**src/nlec_defs.vh**
```
`ifndef NLEC_DEFS_VH
`define NLEC_DEFS_VH

// ************************************************************
// Widths of the link fields.
// ************************************************************
`define NLEC_SEQ_W 12
`define NLEC_LCRC_W 32
`define NLEC_LEN_W 10
`define NLEC_DWC_W 11
`define NLEC_CAUSE_W 5

// ************************************************************
// Sequence number arithmetic.
// ************************************************************
`define NLEC_SEQ_RST 12'h000
`define NLEC_SEQ_ONE 12'h001
`define NLEC_SEQ_HALF 12'h800
`define NLEC_ACKD_RST 12'hfff

// ************************************************************
// Packet type codes presented with each received packet.
// ************************************************************
`define NLEC_T_MRD 3'h0
`define NLEC_T_MWR 3'h1
`define NLEC_T_IORD 3'h2
`define NLEC_T_IOWR 3'h3
`define NLEC_T_CFGRD 3'h4
`define NLEC_T_CFGWR 3'h5
`define NLEC_T_CPL 3'h6
`define NLEC_T_MSG 3'h7

// ************************************************************
// Payload and packet size figures in doublewords.
// ************************************************************
`define NLEC_LEN_ONE 11'h001
`define NLEC_LEN_MAX 11'h400
`define NLEC_PAYLOAD_BASE 13'h0020
`define NLEC_RD_DW_CRC 11'h004
`define NLEC_RD_DW_NOCRC 11'h003
`define NLEC_WR_DW_CRC 11'h005
`define NLEC_WR_DW_NOCRC 11'h004

// ************************************************************
// Codes of the last error cause.
// ************************************************************
`define NLEC_C_NONE 5'h00
`define NLEC_C_SYMBOL 5'h01
`define NLEC_C_DISPARITY 5'h02
`define NLEC_C_DECODE 5'h03
`define NLEC_C_FRAMING 5'h04
`define NLEC_C_TRAINING 5'h05
`define NLEC_C_LCRC 5'h06
`define NLEC_C_SEQ 5'h07
`define NLEC_C_BAD_DLLP 5'h08
`define NLEC_C_REPLAY_TO 5'h09
`define NLEC_C_REPLAY_ROLL 5'h0a
`define NLEC_C_FC_INIT 5'h0b
`define NLEC_C_ACK_SEQ 5'h0c
`define NLEC_C_UNEXP_CPL 5'h0d
`define NLEC_C_MALFORMED 5'h0e

// ************************************************************
// Reset values of the mode strap path.
// ************************************************************
`define NLEC_MODE_RST 1'b0

`endif

```
**src/nlec_malformed.v**
```verilog
`timescale 1ns/1ps
`default_nettype none
`include "nlec_defs.vh"

// ************************************************************
// Malformed packet decode for one received header.
// ************************************************************
module nlec_malformed (
  input wire [2:0] tlp_type,
  input wire [`NLEC_LEN_W-1:0] tlp_len,
  input wire [2:0] tlp_tc,
  input wire [1:0] tlp_attr,
  input wire tlp_td,
  input wire [`NLEC_DWC_W-1:0] tlp_dw_cnt,
  input wire [2:0] max_payload_setting,
  output reg malformed
);

  reg [`NLEC_DWC_W-1:0] len_dw;
  reg [12:0] pay_dw;
  reg is_rd;
  reg is_wr;
  reg hdr_ok;

  // A zero length field stands for the largest payload.
  always @* begin
    len_dw = (tlp_len == {`NLEC_LEN_W{1'b0}}) ? `NLEC_LEN_MAX : {1'b0, tlp_len};
    pay_dw = `NLEC_PAYLOAD_BASE << max_payload_setting;
    is_rd = (tlp_type == `NLEC_T_IORD) || (tlp_type == `NLEC_T_CFGRD);
    is_wr = (tlp_type == `NLEC_T_IOWR) || (tlp_type == `NLEC_T_CFGWR);
    hdr_ok = (len_dw == `NLEC_LEN_ONE) && (tlp_tc == 3'h0) && (tlp_attr == 2'h0);
    malformed = 1'b0;
    if (!({2'h0, len_dw} < pay_dw)) begin
      malformed = 1'b1;
    end
    if (is_rd && !(hdr_ok && (tlp_dw_cnt == (tlp_td ? `NLEC_RD_DW_CRC : `NLEC_RD_DW_NOCRC)))) begin
      malformed = 1'b1;
    end
    if (is_wr && !(hdr_ok && (tlp_dw_cnt == (tlp_td ? `NLEC_WR_DW_CRC : `NLEC_WR_DW_NOCRC)))) begin
      malformed = 1'b1;
    end
  end

endmodule
`default_nettype wire

```
**config.mk**
```make
export PLATFORM = sky130hd
export DESIGN_NAME = nlec_malformed
export DESIGN_NICKNAME = d
export VERILOG_FILES = /design/src/nlec_malformed.v
export VERILOG_INCLUDE_DIRS = /design/src
export SDC_FILE = /design/constraint.sdc
export NUM_CORES = 1
export LEC_CHECK = 0
export BUFFER_PORTS_ARGS = -buffer_cell sky130_fd_sc_hd__buf_4
export CORE_AREA = 10 10 47 49
export DETAILED_ROUTE_END_ITERATION = 8
export DIE_AREA = 0 0 57 59
export SETUP_SLACK_MARGIN = 0.4
export SYNTH_ARGS = -nofsm -noshare
export SYNTH_HDL_FRONTEND = slang
export SYNTH_SLANG_ARGS = --single-unit
```
**constraint.sdc**
```tcl
create_clock -name vclk -period 2.3
set_clock_uncertainty 0.05 [all_clocks]
set_input_delay 0.46 -clock vclk [all_inputs]
set_output_delay 0.46 -clock vclk [all_outputs]
set_load 0.01 [all_outputs]
```
======== Word-level counts from Yosys, hierarchy flattened ========
Cells that the tools add are included.
word-level totals
  register bits after elaboration ......... 0
  input bits .............................. 33
  logic and storage cells ................. 28
operators by class
  $lt $le $gt $ge ......................... 1
  eq/ne operators ......................... 7
  shifts and indexed selects .............. 1
  muxes and demuxes ....................... 6
  reduce and logical (&&, ||, !) cells .... 13
operators by type and width
  cell                    count
  $eq A11 B3 Y1           2
  $lt A11 B13 Y1          1
  $shl A6 B3 Y13 const A  1
  $eq A11 B1 Y1 const B   1
  $mux W11                1
  $logic_not A10 Y1       1
  $eq A3 B2 Y1 const B    2
  $eq A3 B3 Y1 const B    2
  $logic_and A1 B1 Y1     6
  $mux W1                 4
  $logic_not A3 Y1        1
  $mux W3                 1
  $logic_not A1 Y1        2
  $logic_not A2 Y1        1
  $logic_or A1 B1 Y1      2

======== Longest topological paths before layout ========
Gate-level depths: netlist of the first run.
  depth after elaboration ................. 10
  mapped depth ............................ 8
  gate-level depth less buffers ........... 8

======== Worst setup path after synthesis of the first run ========
OpenSTA, ideal clock, no wires.
  path type ............................... in2out
  from .................................... in max_payload_setting[2]
  to ...................................... out malformed
  arrival ................................. 1.733 ns
  slack ................................... 0.057 ns
  stages on the path ...................... 6
  path through ............................ or3b_2 -> ha_1 -> o2111ai_1 -> a21oi_1 -> o31ai_1 -> o21ai_1
on the way
  word-level cells in the longest chain between the ends .. 5
RTL lines
  element                          line                 RTL
  from (decl)                      nlec_malformed.v:15  input wire [2:0] max_payload_setting,
  $shl A6 B3 Y13 (no source line)  -
  $lt A11 B13 Y1                   nlec_malformed.v:33  if (!({2'h0, len_dw} < pay_dw)) begin
  $mux W1                          nlec_malformed.v:33
  $mux W1                          nlec_malformed.v:36  if (is_rd && !(hdr_ok && (tlp_dw_cnt == (tlp_td ? `NLEC_RD_DW_CRC : `NLEC_RD_DW_NOCRC)))) begin
  $mux W1                          nlec_malformed.v:39  if (is_wr && !(hdr_ok && (tlp_dw_cnt == (tlp_td ? `NLEC_WR_DW_CRC : `NLEC_WR_DW_NOCRC)))) begin
  to (decl)                        nlec_malformed.v:16  output reg malformed
Every way passes these cells.

======== Worst setup path after layout of the first run ========
  from .................................... in tlp_len[4]
  to ...................................... out malformed
on the way
  word-level cells in the longest chain between the ends .. 10
  elaborated cells on any way between the ends .. 15
  classes of those cells .................. order compare (1); eq/ne (1); mux (4); reduce/logical (9)
RTL lines
  element                                                 line                 RTL
  from (decl)                                             nlec_malformed.v:10  input wire [`NLEC_LEN_W-1:0] tlp_len,
  $logic_not A10 Y1                                       nlec_malformed.v:27  len_dw = (tlp_len == {`NLEC_LEN_W{1'b0}}) ? `NLEC_LEN_MAX : {1'b0, tlp_len};
  $mux W11 (*)                                            nlec_malformed.v:27
  branches (longest 7 deep; another with $lt A11 B13 Y1)  -
  $mux W1 (*)                                             nlec_malformed.v:39
Every way passes the cells marked *.

==> results of run 1 <==
cell families (layout without fill, tap and decap cells):
family / Yosys count / in the layout / synth area share (%)
XOR/XNOR: 2 / 2 / 5.34
AO/OA/AOI/OAI: 9 / 9 / 19.1
adder cells (fa/ha/maj): 6 / 6 / 22.9
AND/OR/NAND/NOR: 23 / 23 / 45.8
buffers and inverters: 6 / 44 / 6.87
routing by layer:
| layer | GRT usage [%] | vias to the layer above |
|---|---|---|
| met5 | 0 | - |
| met4 | 0 | 0 |
| met3 | 1.29 | 0 |
| met2 | 12.4 | 14 |
| met1 | 6.90 | 216 |
| li1 | - | 248 |
worst paths after layout:
check                 slack (ns)  cells after the start   startpoint   endpoint
worst min-delay path        1.24                      4  tlp_type[0]  malformed
worst max-delay path       -0.10                      9   tlp_len[4]  malformed
cell usage in the layout, fill, tap and decap left out, types with 2 or more instances in the layout:
cell type / netlist / layout
buf_4: 0 / 40
nor2_1: 5 / 5
ha_1: 6 / 5
nand2_1: 3 / 3
nor2b_1: 3 / 3
buf_6: 0 / 3
nand3b_1: 2 / 2
or3b_4: 0 / 2
xnor2_1: 2 / 2
o21ai_1: 1 / 2
Yosys cell counts, drive strengths merged, types with 2 or more instances:
cell type / count / share of area, %
a21oi: 2 / 3.1
clkbuf: 5 / 5.7
ha: 6 / 23
nand2: 3 / 3.4
nand3b: 2 / 4.6
nor2: 5 / 5.7
nor2b: 3 / 5.7
nor4: 3 / 7.6
o21ai: 2 / 3.1
or3b: 2 / 5.3
xnor2: 2 / 5.3
metrics by stage:
stage / setup TNS, ns / setup WS [ns] / power (W) / hold WS, ns
after floorplan: 0 / 0.136 / 0.0000370 / 1.04
after global placement: -0.167 / -0.167 / 0.0000998 / 1.25
after detailed placement: -0.201 / -0.201 / 0.000101 / 1.25
after CTS: -0.141 / -0.141 / 0.000105 / 1.25
after global routing: -0.209 / -0.209 / 0.000116 / 1.28
final: -0.101 / -0.101 / 0.000106 / 1.24
what timing repair did:
| item | 4_1_cts | 5_1_grt |
|---|---|---|
| hold endpoints to repair | 0 | 0 |
| gates resized for setup | 4 | 2 |
| setup endpoints to repair | 1 | 1 |
| pin swaps | 5 | 5 |
| buffers inserted | 2 | 0 |
cell type report:
cell class,instances,area (µm²)
tap,16,20.0
inverter,1,3.75
multi-input combinational,40,348
timing repair buffer,43,334
fill,154,696
where the power goes:
group / switching (W) / leakage [nW] / internal [W]
clock: 0 / 0 / 0
sequential: 0 / 0 / 0
combinational: 0.0000364 / 0.315 / 0.0000691
total: 0.0000364 / 0.315 / 0.0000691
==> flow_metrics.env, run 1 <==
export IMPL_grt_use_total_pct=6.23
export IMPL_synth_nets=85
export IMPL_p_leak_nw=0.315
export IMPL_critPathLaunchType="primary input"
export IMPL_crit_family="simple AND/OR/NAND/NOR gates"
export IMPL_critPathMaxStageDelay_ns=0.26
export IMPL_min_period_ns=2.40
export IMPL_fmax_mhz=416
export IMPL_top_layer_used="met3"
export IMPL_min_period_over_period_pct=104
export IMPL_vias=478
export IMPL_path_buf_inv=2
export IMPL_grt_pass1_vias=464
export IMPL_wl_met1_um=464
export IMPL_clock_buffers=0
export IMPL_vdd_drop_max_uv=56.9
export IMPL_slowest_stage="ha_1"
export IMPL_overflow=0
export IMPL_worst_ep_required_time_ns=1.79
export IMPL_ioPinCount=34
export IMPL_instances_no_fill=100
export IMPL_io_buffer_count=34
export IMPL_dieHeight_um=59
export IMPL_die_area_um2=3360
export IMPL_synth_cell_types=24
export IMPL_routed_wl_um=1220
export IMPL_drv_cap=0
export IMPL_drtPass1Iterations=2
export IMPL_wl_met3_um=81
export IMPL_placed_cell_area_um2=661
export IMPL_stdcell_area_um2=706
export IMPL_rows=14
export IMPL_antenna_found_initial=0
export IMPL_endpoint_kind="primary output"
export IMPL_gp_congestion=0.746
export IMPL_hold_path_class="in -> out"
export IMPL_slew_headroom_pct=77.1
export IMPL_diodes=0
export IMPL_synth_seq_area_share_pct=0
export IMPL_crit_type="in -> out"
export IMPL_wl_per_cell_um=12.2
export IMPL_drive_above_1_share_pct=61.9
export IMPL_final_seq_area_um2=0
export IMPL_viasPerCell=4.78
export IMPL_cp_arrival_ns=1.89
export IMPL_finalNetCount=125
export IMPL_area_growth_pct=115
export IMPL_hpwl_um=1130
export IMPL_placedCellCount=98
export IMPL_cp_max_fo=2
export IMPL_hold_viol=0
export IMPL_failed_checks="negative setup slack"
export IMPL_grt_max_degree=5
export IMPL_synth_warnings=0
export IMPL_p_per_area_nw_per_um2=150
export IMPL_fin_util_pct=50.4
export IMPL_drv_slew=0
export IMPL_rsz0062_at_grt="true"
export IMPL_design_seq_count=0
export IMPL_wl_met2_um=671
export IMPL_synth_area_per_cell_um2=7.13
export IMPL_synthCells=46
export IMPL_cts_hold_buf=0
export IMPL_fp_dieW_um=57
export IMPL_grt_pass1_wl_um=1880
export IMPL_finalWorstSetupSlack_ns=-0.101
export IMPL_drcViolationCount=0
export IMPL_crit_chain="buf_6 > nor4_4 > nand3_1 > nor2_1 > ha_1 > nor2b_1 > o31ai_1 > o21ai_1 > buf_4"
export IMPL_finalSetupViolations=1
export IMPL_status="finished with violations"
export IMPL_floorplan_initialDensity_pct=23.4
export IMPL_fp_coreArea_um2=1400
export IMPL_netlist_area_um2=328
export IMPL_max_slew_worst_pin_slew_ns=0.343
export IMPL_first_iter_violations=3
export IMPL_ant_nets=0
Power figures use the tool's default switching activity.
==> run 2: changes to the inputs <==
Settings changed: CORE_AREA 10 10 47 49 to 2 2 39 41, DIE_AREA 0 0 57 59 to 0 0 41 43.
Clock period 2.3 ns to 2 ns, I/O delays scaled along.
==> run 2 against run 1 <==
  * The run still ends with negative setup slack left
  * Die area shrank 48%
  * Wire length is 11% lower
  * Flip-flop and latch count unchanged
  * Worst setup slack got worse by 0.19 ns
  * Total power is 17% higher
  * Critical path depth fell by 1
==> flow_metrics.env, run 2 (same netlist as run 1, synthesis figures left out) <==
export IMPL_finalWorstSetupSlack_ns=-0.292
export IMPL_wl_per_cell_um=10.9
export IMPL_fp_coreArea_um2=1380
export IMPL_rsz0062_at_grt="true"
export IMPL_failed_checks="negative setup slack"
export IMPL_instances_no_fill=99
export IMPL_hold_viol=0
export IMPL_drtPass1Iterations=1
export IMPL_fp_dieW_um=41
export IMPL_whs_ns=1.16
export IMPL_crit_chain="buf_4 > or3b_4 > ha_4 > o2111ai_2 > a21oi_1 > o31ai_1 > o21ai_1 > buf_4"
export IMPL_slowest_stage="or3b_4"
export IMPL_vdd_drop_max_uv=61.2
export IMPL_floorplan_initialDensity_pct=23.7
export IMPL_grt_max_degree=7
export IMPL_p_leak_nw=0.311
export IMPL_die_area_um2=1760
export IMPL_rows=14
export IMPL_antenna_found_initial=0
export IMPL_drv_slew=0
export IMPL_clock_buffers=0
export IMPL_fmax_mhz=436
export IMPL_vias=460
export IMPL_crit_path_frequent_cell="buf_4"
export IMPL_drv_cap=0
export IMPL_finalNetCount=124
export IMPL_hpwl_um=982
export IMPL_critPathLaunchType="primary input"
export IMPL_endpoint_kind="primary output"
export IMPL_slew_headroom_pct=78.6
export IMPL_min_period_over_period_pct=115
export IMPL_p_per_area_nw_per_um2=177
export IMPL_viasPerCell=4.65
export IMPL_ant_nets=0
export IMPL_cp_arrival_ns=1.84
export IMPL_grt_pass1_wl_um=1590
export IMPL_final_common_cell="buf_4"
export IMPL_drive_above_1_share_pct=60.2
export IMPL_grt_pass1_vias=412
export IMPL_io_buffer_count=34
export IMPL_dp_slack_ns=-0.351
export IMPL_area_growth_pct=112
export IMPL_finalSetupViolations=1
export IMPL_grt_use_total_pct=12.2
export IMPL_fill_cells=147
export IMPL_post_cts_setup_buffers=0
export IMPL_design_seq_count=0
export IMPL_hold_path_class="in -> out"
export IMPL_drcViolationCount=0
export IMPL_gp_congestion=0.708
export IMPL_overflow=0
export IMPL_routed_wl_um=1080
export IMPL_dieHeight_um=43
export IMPL_critPathMaxStageDelay_ns=0.40
export IMPL_final_cell_mix="buf_4, nor2_1, ha_1, nand2_1, nor2b_1"
export IMPL_placedCellCount=99
export IMPL_worst_ep_required_time_ns=1.55
export IMPL_first_iter_violations=0
export IMPL_ioPinCount=34
export IMPL_cp_max_fo=6
export IMPL_crit_type="in -> out"
export IMPL_final_seq_area_um2=0
export IMPL_max_slew_worst_pin_slew_ns=0.319
export IMPL_min_period_ns=2.29
export IMPL_diodes=0
export IMPL_status="finished with violations"
-- run 2: cell types whose count changed in the layout (fill, tap and decap cells not counted), sizes merged --
cell and change:
buf -1
-- run 2: worst paths after layout --
path	startpoint	to	slack, ns	depth (start not counted)
worst max-delay path	max_payload_setting[0]	malformed	-0.29	8
worst min-delay path	tlp_type[1]	malformed	1.16	4
-- run 2: routing by layer --
| layer | share of wire (%) | track usage [%] | vias to the layer above |
|---|---|---|---|
| met5 | 0 | 0 | - |
| met4 | 0 | 0 | 0 |
| met3 | 13 | 0.524 | 0 |
| met2 | 44 | 20.9 | 22 |
| met1 | 42 | 17.1 | 192 |
| li1 | - | - | 246 |
-- run 2: cell type report --
| type | count | area [µm²] | share of cell area (%) |
|---|---|---|---|
| multi-input cells | 40 | 344 | 49.5 |
| inverters | 1 | 3.75 | 0.541 |
| repair buffers | 42 | 327 | 47.0 |
| well taps | 16 | 20.0 | 2.88 |
-- run 2: critical path, delay by kind of cell --
| kind | cells | cell delay (ns) |
|---|---|---|
| AOI/OAI and AO/OA | 4 | 0.54 |
| adders and majority gates | 1 | 0.22 |
| buffers and inverters | 2 | 0.28 |
| and+or+nand+nor | 1 | 0.40 |
-- run 2: through the flow --
stage	setup TNS, ns	power [W]	util (%)	area [µm²]
CTS	-0.317	0.000122	49.3	682
global placement	-0.334	0.000117	48.3	668
global route	-0.363	0.000135	50.2	694
finish	-0.292	0.000123	50.2	694
detailed placement	-0.351	0.000119	48.3	668
floorplan	-0.0437	0.0000425	-	352
-- run 2: report_power, final --
part           switching, W  leakage, nW  internal, W
clock network             0            0            0
logic             0.0000430        0.311    0.0000802
registers                 0            0            0
-- run 2: repair_timing --
item	4_1_cts	5_1_grt
endpoints found under the setup margin	1	1
gates cloned	0	0
hold buffers	0	0
resized for setup	3	2
pin swaps	7	4
